[config.mk]
export PLATFORM = sky130hd
export DESIGN_NAME = usds_descriptor_select
export DESIGN_NICKNAME = d
export VERILOG_FILES = /design/src/include/usds_pkg.sv /design/src/core/usds_sync.sv /design/src/core/usds_descriptor_select.sv
export SDC_FILE = /design/constraint.sdc
export NUM_CORES = 1
export LEC_CHECK = 0
export BUFFER_PORTS_ARGS = -buffer_cell sky130_fd_sc_hd__buf_2
export CELL_PAD_IN_SITES_DETAIL_PLACEMENT = 0
export CELL_PAD_IN_SITES_GLOBAL_PLACEMENT = 1
export CORE_ASPECT_RATIO = 1.25
export CORE_UTILIZATION = 46
export CTS_CLUSTER_SIZE = 28
export DETAILED_ROUTE_END_ITERATION = 8
export GPL_TIMING_DRIVEN = 0
export PLACE_DENSITY_LB_ADDON = 0.25
export SYNTH_ARGS = -nofsm -noshare
export SYNTH_HDL_FRONTEND = slang
export SYNTH_HIERARCHICAL = 1
export SYNTH_SLANG_ARGS = --single-unit
[constraint.sdc]
create_clock -name ref_clk -period 5.4 [get_ports ref_clk]
set_clock_uncertainty 0.1 [all_clocks]
set_input_delay 0.54 -clock ref_clk [delete_from_list [all_inputs] [get_ports ref_clk]]
set_output_delay 0.54 -clock ref_clk [all_outputs]
set_load 0.02 [all_outputs]
[src/include/usds_pkg.sv]
package usds_pkg;

  // Register offsets
  localparam logic [3:0] ADDR_IR0    = 4'h0;
  localparam logic [3:0] ADDR_IR1    = 4'h1;
  localparam logic [3:0] ADDR_IR2    = 4'h2;
  localparam logic [3:0] ADDR_IR3    = 4'h3;
  localparam logic [3:0] ADDR_OR0    = 4'h4;
  localparam logic [3:0] ADDR_OR1    = 4'h5;
  localparam logic [3:0] ADDR_OR2    = 4'h6;
  localparam logic [3:0] ADDR_OR3    = 4'h7;
  localparam logic [3:0] ADDR_STATUS = 4'h8;

  // Input report byte 0 fields
  localparam int IR0_VOL_UP_BIT   = 0;
  localparam int IR0_VOL_DOWN_BIT = 1;
  localparam int IR0_PMUTE_BIT    = 2;

  // Status register fields
  localparam int ST_SPEAKER_BIT = 0;
  localparam int ST_MIXER_BIT   = 1;
  localparam int ST_SELFPW_BIT  = 2;
  localparam int ST_EEOK_BIT    = 3;
  localparam int ST_READY_BIT   = 4;

  // Reset values
  localparam logic [7:0] REG_RESET = 8'h00;

  // EEPROM option word
  localparam logic [11:0] EE_SIGNATURE   = 12'h670;
  localparam int          EE_SERIAL_BIT  = 2;
  localparam int          EE_PRODUCT_BIT = 1;

  // Built-in identity, values arbitrary
  localparam logic [15:0] BUILTIN_VID      = 16'h1234;
  localparam logic [15:0] BUILTIN_PID_BASE = 16'h5670;

  // Strap settle count before latching
  localparam logic [2:0] LATCH_WAIT_CYCLES = 3'h4;

  // Configuration total lengths, plain defaults
  localparam logic [15:0] TOTLEN_SPEAKER   = 16'h0080;
  localparam logic [15:0] TOTLEN_HEADSET   = 16'h00E0;
  localparam logic [15:0] TOTLEN_HS_MIXER  = 16'h0100;

  // Descriptor constants
  localparam logic [7:0] CFG_LEN        = 8'h09;
  localparam logic [7:0] CFG_TYPE       = 8'h02;
  localparam logic [7:0] CFG_VALUE      = 8'h01;
  localparam logic [7:0] NUMIF_SPEAKER  = 8'h03;
  localparam logic [7:0] NUMIF_HEADSET  = 8'h04;
  localparam logic [7:0] ATTR_BUS       = 8'hA0;
  localparam logic [7:0] ATTR_SELF      = 8'hE0;
  localparam logic [7:0] MAXP_100MA     = 8'h32;
  localparam logic [7:0] MAXP_500MA     = 8'hFA;
  localparam logic [7:0] IF_LEN         = 8'h09;
  localparam logic [7:0] IF_TYPE        = 8'h04;
  localparam logic [7:0] HID_IF_NUM     = 8'h03;
  localparam logic [7:0] HID_NUM_EP     = 8'h01;
  localparam logic [7:0] HID_CLASS      = 8'h03;
  localparam logic [7:0] HIDC_LEN       = 8'h09;
  localparam logic [7:0] HIDC_TYPE      = 8'h21;
  localparam logic [15:0] HIDC_VERSION  = 16'h0100;
  localparam logic [7:0] HIDC_NUM_DESC  = 8'h01;
  localparam logic [7:0] REPORT_TYPE    = 8'h22;
  localparam logic [15:0] REPORT_LEN    = 16'h0030;
  localparam logic [7:0] EP_LEN         = 8'h07;
  localparam logic [7:0] EP_TYPE        = 8'h05;
  localparam logic [7:0] EP_ADDR        = 8'h83;
  localparam logic [7:0] EP_ATTR        = 8'h03;
  localparam logic [15:0] EP_MAXPKT     = 16'h0004;
  localparam logic [7:0] EP_INTERVAL    = 8'h20;

  typedef enum logic [1:0] {
    DSEL_CONFIG    = 2'b00,
    DSEL_HID_IF    = 2'b01,
    DSEL_HID_CLASS = 2'b10,
    DSEL_ENDPOINT  = 2'b11
  } usds_dsel_type;

  typedef enum logic [1:0] {
    ST_WAIT  = 2'b00,
    ST_LATCH = 2'b01,
    ST_HOLD  = 2'b10
  } usds_state_type;

endpackage : usds_pkg

[src/core/usds_sync.sv]
`timescale 1ns/1ps
module usds_sync #(
  parameter int           W       = 1,
  parameter logic [W-1:0] RST_VAL = '0
) (
  // Clock and reset
  input  wire logic         ref_clk,
  input  wire logic         resetn,
  // Data
  input  wire logic [W-1:0] din,
  output logic      [W-1:0] dout
);

  logic [W-1:0] meta_q;

  always_ff @(posedge ref_clk or negedge resetn) begin
    if (!resetn) begin
      meta_q <= RST_VAL;
      dout   <= RST_VAL;
    end else begin
      meta_q <= din;
      dout   <= meta_q;
    end
  end

endmodule : usds_sync

[src/core/usds_descriptor_select.sv]
`timescale 1ns/1ps
// How it works
// - Config descriptor 9 bytes, type 02, length varies
// - Three or four interfaces by mode
// - Attributes E0 only with mode and power straps high, else A0
// - Max power 32 with power strap high, else FA
// - Decode four mode and power combinations
// - Mode high selects playback-only speaker mode
// - Speaker ignores mixer; one IT, OT, FU
// - Mode low selects playback plus recording
// - Headset mixer adds mixer and feature unit
// - EEPROM option bit 2 enables serial string
// - EEPROM option bit 1 enables product string
// - HID interface descriptor fixed fields
// - HID class descriptor, version 0100, one subordinate
// - Report descriptor type 22, length 0030
// - Interrupt IN endpoint 83, interval 20
// - Report volume and mute buttons over HID
// - Host reads and writes internal registers
// - Mixer strap high adds muted mixer in headset mode only
// - Present EEPROM with signature 670 overrides VID, PID, serial
module usds_descriptor_select
  import usds_pkg::*;
(
  // Clock and reset
  input  wire logic        ref_clk,
  input  wire logic        resetn,
  // Strap pins
  input  wire logic        mode_strap,
  input  wire logic        mixer_select_strap,
  input  wire logic        power_select_strap,
  // External EEPROM contents
  input  wire logic        eeprom_present,
  input  wire logic [15:0] eeprom_option,
  input  wire logic [15:0] eeprom_vendor_id,
  input  wire logic [15:0] eeprom_product_id,
  // Buttons, low when pressed
  input  wire logic        vol_up_n,
  input  wire logic        vol_down_n,
  input  wire logic        play_mute_n,
  // Descriptor request
  input  wire logic        desc_req,
  input  wire logic [1:0]  desc_sel,
  input  wire logic [3:0]  desc_offset,
  output logic      [7:0]  desc_data,
  output logic             desc_valid,
  // Register port
  input  wire logic [3:0]  reg_addr,
  input  wire logic [7:0]  reg_wdata,
  input  wire logic        reg_wr,
  input  wire logic        reg_rd,
  output logic      [7:0]  reg_rdata,
  // Selected configuration
  output logic             config_ready,
  output logic             speaker_mode,
  output logic             recording_en,
  output logic             mixer_present,
  output logic             mixer_default_mute,
  output logic             self_powered,
  output logic      [1:0]  topo_feature_units,
  output logic             topo_mixer_units,
  output logic      [15:0] vendor_id,
  output logic      [15:0] product_id,
  output logic             serial_override,
  output logic             serial_string_en,
  output logic             product_string_en,
  // HID reporting
  output logic             hid_report_pend,
  output logic      [31:0] hid_out_report
);

  logic [2:0]     strap_s;
  logic [48:0]    ee_s;
  logic [2:0]     btn_s;
  usds_state_type state_q;
  logic [2:0]     cnt_q;
  logic           ee_ok;
  logic           mute_prev_q;
  logic           mute_rel;
  logic [1:0]     vol_prev_q;
  logic           pmute_ev_q;
  logic [7:0]     ir0;
  logic [7:0]     or_q [4];
  logic           ir0_rd;
  logic           power_select_q;

  usds_sync #(.W(3)) u_strap_sync (
    .ref_clk (ref_clk),
    .resetn  (resetn),
    .din     ({mode_strap, mixer_select_strap, power_select_strap}),
    .dout    (strap_s)
  );

  usds_sync #(.W(49)) u_ee_sync (
    .ref_clk (ref_clk),
    .resetn  (resetn),
    .din     ({eeprom_present, eeprom_option, eeprom_vendor_id,
               eeprom_product_id}),
    .dout    (ee_s)
  );

  // Buttons reset to released, no false edge after reset
  usds_sync #(.W(3), .RST_VAL(3'h7)) u_btn_sync (
    .ref_clk (ref_clk),
    .resetn  (resetn),
    .din     ({vol_up_n, vol_down_n, play_mute_n}),
    .dout    (btn_s)
  );

  function automatic logic [7:0] desc_byte(
    input logic [1:0] sel,
    input logic [3:0] off,
    input logic       spk,
    input logic       mix,
    input logic       selfp,
    input logic       p100
  );
    logic [15:0] tl;
    tl = spk ? TOTLEN_SPEAKER : (mix ? TOTLEN_HS_MIXER : TOTLEN_HEADSET);
    desc_byte = 8'h00;
    case (sel)
      DSEL_CONFIG: begin
        case (off)
          4'h0: desc_byte = CFG_LEN;
          4'h1: desc_byte = CFG_TYPE;
          4'h2: desc_byte = tl[7:0];
          4'h3: desc_byte = tl[15:8];
          4'h4: desc_byte = spk ? NUMIF_SPEAKER : NUMIF_HEADSET;
          4'h5: desc_byte = CFG_VALUE;
          4'h7: desc_byte = selfp ? ATTR_SELF : ATTR_BUS;
          4'h8: desc_byte = p100 ? MAXP_100MA : MAXP_500MA;
          default: desc_byte = 8'h00;
        endcase
      end
      DSEL_HID_IF: begin
        case (off)
          4'h0: desc_byte = IF_LEN;
          4'h1: desc_byte = IF_TYPE;
          4'h2: desc_byte = HID_IF_NUM;
          4'h4: desc_byte = HID_NUM_EP;
          4'h5: desc_byte = HID_CLASS;
          default: desc_byte = 8'h00;
        endcase
      end
      DSEL_HID_CLASS: begin
        case (off)
          4'h0: desc_byte = HIDC_LEN;
          4'h1: desc_byte = HIDC_TYPE;
          4'h2: desc_byte = HIDC_VERSION[7:0];
          4'h3: desc_byte = HIDC_VERSION[15:8];
          4'h5: desc_byte = HIDC_NUM_DESC;
          4'h6: desc_byte = REPORT_TYPE;
          4'h7: desc_byte = REPORT_LEN[7:0];
          4'h8: desc_byte = REPORT_LEN[15:8];
          default: desc_byte = 8'h00;
        endcase
      end
      default: begin
        case (off)
          4'h0: desc_byte = EP_LEN;
          4'h1: desc_byte = EP_TYPE;
          4'h2: desc_byte = EP_ADDR;
          4'h3: desc_byte = EP_ATTR;
          4'h4: desc_byte = EP_MAXPKT[7:0];
          4'h5: desc_byte = EP_MAXPKT[15:8];
          4'h6: desc_byte = EP_INTERVAL;
          default: desc_byte = 8'h00;
        endcase
      end
    endcase
  endfunction : desc_byte

  // Latch sequencing
  always_ff @(posedge ref_clk or negedge resetn) begin
    if (!resetn) begin
      state_q <= ST_WAIT;
      cnt_q   <= 3'h0;
    end else begin
      case (state_q)
        ST_WAIT: begin
          cnt_q <= cnt_q + 3'h1;
          if (cnt_q == LATCH_WAIT_CYCLES) begin
            state_q <= ST_LATCH;
          end
        end
        ST_LATCH: state_q <= ST_HOLD;
        ST_HOLD:  state_q <= ST_HOLD;
        default:  state_q <= ST_WAIT;
      endcase
    end
  end

  assign ee_ok = ee_s[48] && (ee_s[47:36] == EE_SIGNATURE);

  // Configuration capture, once per reset
  always_ff @(posedge ref_clk or negedge resetn) begin
    if (!resetn) begin
      config_ready       <= 1'b0;
      speaker_mode       <= 1'b0;
      recording_en       <= 1'b0;
      mixer_present      <= 1'b0;
      mixer_default_mute <= 1'b0;
      self_powered       <= 1'b0;
      topo_feature_units <= 2'h0;
      topo_mixer_units   <= 1'b0;
      vendor_id          <= 16'h0000;
      product_id         <= 16'h0000;
      serial_override    <= 1'b0;
      serial_string_en   <= 1'b0;
      product_string_en  <= 1'b0;
    end else if (state_q == ST_LATCH) begin
      config_ready       <= 1'b1;
      speaker_mode       <= strap_s[2];
      recording_en       <= !strap_s[2];
      mixer_present      <= !strap_s[2] && strap_s[1];
      mixer_default_mute <= !strap_s[2] && strap_s[1];
      self_powered       <= strap_s[2] && strap_s[0];
      topo_feature_units <= strap_s[2] ? 2'h1 :
                            (strap_s[1] ? 2'h3 : 2'h2);
      topo_mixer_units   <= !strap_s[2] && strap_s[1];
      vendor_id          <= ee_ok ? ee_s[31:16] : BUILTIN_VID;
      product_id         <= ee_ok ? ee_s[15:0] :
                            (BUILTIN_PID_BASE | {13'h0000, strap_s});
      serial_override    <= ee_ok;
      serial_string_en   <= ee_ok && ee_s[32+EE_SERIAL_BIT];
      product_string_en  <= !ee_ok || ee_s[32+EE_PRODUCT_BIT];
    end
  end

  // Descriptor answer
  always_ff @(posedge ref_clk or negedge resetn) begin
    if (!resetn) begin
      desc_data  <= 8'h00;
      desc_valid <= 1'b0;
    end else begin
      desc_valid <= desc_req && config_ready;
      desc_data  <= (desc_req && config_ready) ?
                    desc_byte(desc_sel, desc_offset, speaker_mode,
                              mixer_present, self_powered,
                              power_select_q) : 8'h00;
    end
  end

  always_ff @(posedge ref_clk or negedge resetn) begin
    if (!resetn) begin
      power_select_q <= 1'b0;
    end else if (state_q == ST_LATCH) begin
      power_select_q <= strap_s[0];
    end
  end

  // Button reporting
  assign mute_rel = btn_s[0] && !mute_prev_q;
  assign ir0_rd   = reg_rd && (reg_addr == ADDR_IR0);
  assign ir0      = {5'h00, pmute_ev_q, !btn_s[1], !btn_s[2]};

  always_ff @(posedge ref_clk or negedge resetn) begin
    if (!resetn) begin
      mute_prev_q <= 1'b1;
      vol_prev_q  <= 2'h3;
    end else begin
      mute_prev_q <= btn_s[0];
      vol_prev_q  <= btn_s[2:1];
    end
  end

  always_ff @(posedge ref_clk or negedge resetn) begin
    if (!resetn) begin
      pmute_ev_q <= 1'b0;
    end else if (mute_rel) begin
      pmute_ev_q <= 1'b1;
    end else if (ir0_rd) begin
      pmute_ev_q <= 1'b0;
    end
  end

  always_ff @(posedge ref_clk or negedge resetn) begin
    if (!resetn) begin
      hid_report_pend <= 1'b0;
    end else if (mute_rel || (btn_s[2:1] != vol_prev_q)) begin
      hid_report_pend <= 1'b1;
    end else if (ir0_rd) begin
      hid_report_pend <= 1'b0;
    end
  end

  // Output report registers
  always_ff @(posedge ref_clk or negedge resetn) begin
    if (!resetn) begin
      for (int i = 0; i < 4; i++) begin
        or_q[i] <= REG_RESET;
      end
    end else if (reg_wr && (reg_addr[3:2] == ADDR_OR0[3:2])) begin
      or_q[reg_addr[1:0]] <= reg_wdata;
    end
  end

  assign hid_out_report = {or_q[3], or_q[2], or_q[1], or_q[0]};

  // Read port
  always_ff @(posedge ref_clk or negedge resetn) begin
    if (!resetn) begin
      reg_rdata <= 8'h00;
    end else if (reg_rd) begin
      case (reg_addr)
        ADDR_IR0:    reg_rdata <= ir0;
        ADDR_OR0, ADDR_OR1, ADDR_OR2, ADDR_OR3:
                     reg_rdata <= or_q[reg_addr[1:0]];
        ADDR_STATUS: reg_rdata <= {3'h0, config_ready, serial_override,
                                   self_powered, mixer_present,
                                   speaker_mode};
        default:     reg_rdata <= 8'h00;
      endcase
    end else begin
      reg_rdata <= 8'h00;
    end
  end
endmodule : usds_descriptor_select

==> reports/qor.yml <==
cp-start-kind: "flop"
clockRootBuffer: "clkbuf_16"
cts_made_buffers: 21
synth_nets: 602
drc: 0
grt_pass1_wl_um: 23900
grt_pass1_vias: 4671
dieHeight_um: 143
overflow: 0
leakage_nw: 4.32
cap_violations: 0
viasPerCell: 4.91
required_ns: 5.70
cp_data_arrival_time_ns: 2.36
max_stage_delay_ns: 0.49
yosys_warnings: 6
num_vias: 4592
crit_buf_inv: 3
diodes: 0
syn_area_per_cell_um2: 14.1
dp_hpwl_um: 10500
cts.sinks: 207
whs_ns: 0.0539
critPathSlowestCell: "clkbuf_1"
setup-tns-final_ns: 0
slew_viol_final: 0
clk_latency_ns: 0.49
r2r_slack_ns: 3.34
finalSetupViolCount: 0
slew_headroom_pct: 44.3
dieArea_um2: 16400
ant_nets: 0
power_w: 0.00349
crit_top_cell: "clkbuf_1"
dr.pass1.iters: 4
fin_cells: 936
gp_congestion: 0.818
seq_power_share_pct: 49.3
grt_use_total_pct: 19.1
cts_resized: 0
cts.htree.levels: 1
fin_crit_sh_pct: 38.1
coreArea_um2: 15600
drt_iter0_markers: 220
internal_power_w: 0.00266
dpl.cell_count: 898
io_pins: 172
wl_um: 15200
endpoint_kind: "flop"
worstSetupPathType: "flop to flop"
area_growth_pct: 24.9
ir_drop_uv: 265
avgRoutedWirePerCell_um: 16.2
antenna_found_initial: 0
max_slew.worst_pin.slew_ns: 0.830
critPathTopFamily: "buffers and inverters"
grt_max_degree: 114
swShare_pct: 23.8
tritoncts: "built"
layout-drive-gt1-share_pct: 38.3
finalHoldViolCount: 0
rsz0062_at_grt: "false"
fin_util_pct: 58.5
cts.clk_slew.worst_paths_ns: 0.06
row_count: 51
place.port_buffers: 166
die_w_um: 115
powerDensity_nw_per_um2: 383
fmax_ghz: 0.486
cts_buffer_depth: 3
switchingPower_w: 0.000829
crit_chain: "inv_1 > ha_1 > clkbuf_1 > clkbuf_1 > nand2_1 > o221ai_1"
initial_utilization_pct: 46.9
path_max_fanout: 10
clock_power_share_pct: 40.3
syn_area_um2: 7300
min_period_ns: 2.06
synthCells: 519
nNetsFinal: 793
hold_class: "primary input to flop"
status: "completed"
p_comb_share_pct: 10.4
==> area by class of cell <==
class,count,area (um^2)
fillers,1338,6460
flip-flops and latches,207,5190
multi-input cells,238,1790
repair buffers,168,878
clock buffers,31,583
well taps,212,265
inverters,48,180
plain buffers,26,139
clock inverters,6,87.6
==> stage by stage <==
step           instance area, um^2  worst slack, ns
3_5_place_dp                  8430             3.09
2_1_floorplan                 7300             3.54
5_1_grt                       9110             3.14
3_3_place_gp                  8400            0.613
4_1_cts                       9110             3.29
6_report                      9110             3.34
==> final timing paths <==
| check | start | to | depth (start not counted) |
|---|---|---|---|
| max reg2reg | state_q[1] | product_id[2] | 6 |
| min | eeprom_vendor_id[13] | u_ee_sync/meta_q[29] | 1 |
| max | state_q[1] | product_id[2] | 6 |
| min reg2reg | u_ee_sync/meta_q[19] | u_ee_sync/dout[19] | 0 |
| min in group asynchronous | resetn | u_ee_sync/dout[48] | 2 |
| max in group asynchronous | resetn | desc_data[0] | 3 |
==> sequential cells by signal (all words and copies together), names as in the netlist, 2 cells and up <==
signal,flops
u_strap_sync/meta_q,3
u_btn_sync/dout,3
vol_prev_q,2
cnt_q,3
hid_out_report,32
desc_data,8
u_ee_sync/dout,47
u_ee_sync/meta_q,47
reg_rdata,8
u_btn_sync/meta_q,3
product_id,16
vendor_id,16
u_strap_sync/dout,3
state_q,2
==> metal layers <==
metal | vias to the layer above | GRT usage (%) | part of all wire (%)
met2 | 127 | 32.3 | 51
met3 | 23 | 4.16 | 5.8
met1 | 2287 | 24.4 | 41
met4 | 0 | 6.22 | 2.1
met5 | - | 0 | 0
li1 | 2155 | - | -
==> what timing repair did <==
action / CTS / global route
hold endpoints to repair: 94 / 0
hold buffers: 1 / 0
setup buffers: 0 / 0
==> power by group through the flow <==
stage	Sequential, W	Clock, W	Combinational [W]
global route	0.00173	0.00151	0.000392
detailed placement	0.00175	0	0.000367
CTS	0.00172	0.00145	0.000369
global placement	0.00174	0	0.000358
floorplan	0.00182	0	0.000123
finish	0.00172	0.00141	0.000363
==> placed cells by master, fill, tap and decap left out, types with 18 or more instances in the layout <==
cell type  instances
buf_2            171
clkbuf_1          20
clkbuf_16         21
dfrtp_1          198
inv_1             48
mux2_2            35
nand2_1           18
nand3_1           22
nor2_1            29
o21ai_0           23
Power figures use the tool's default switching activity.
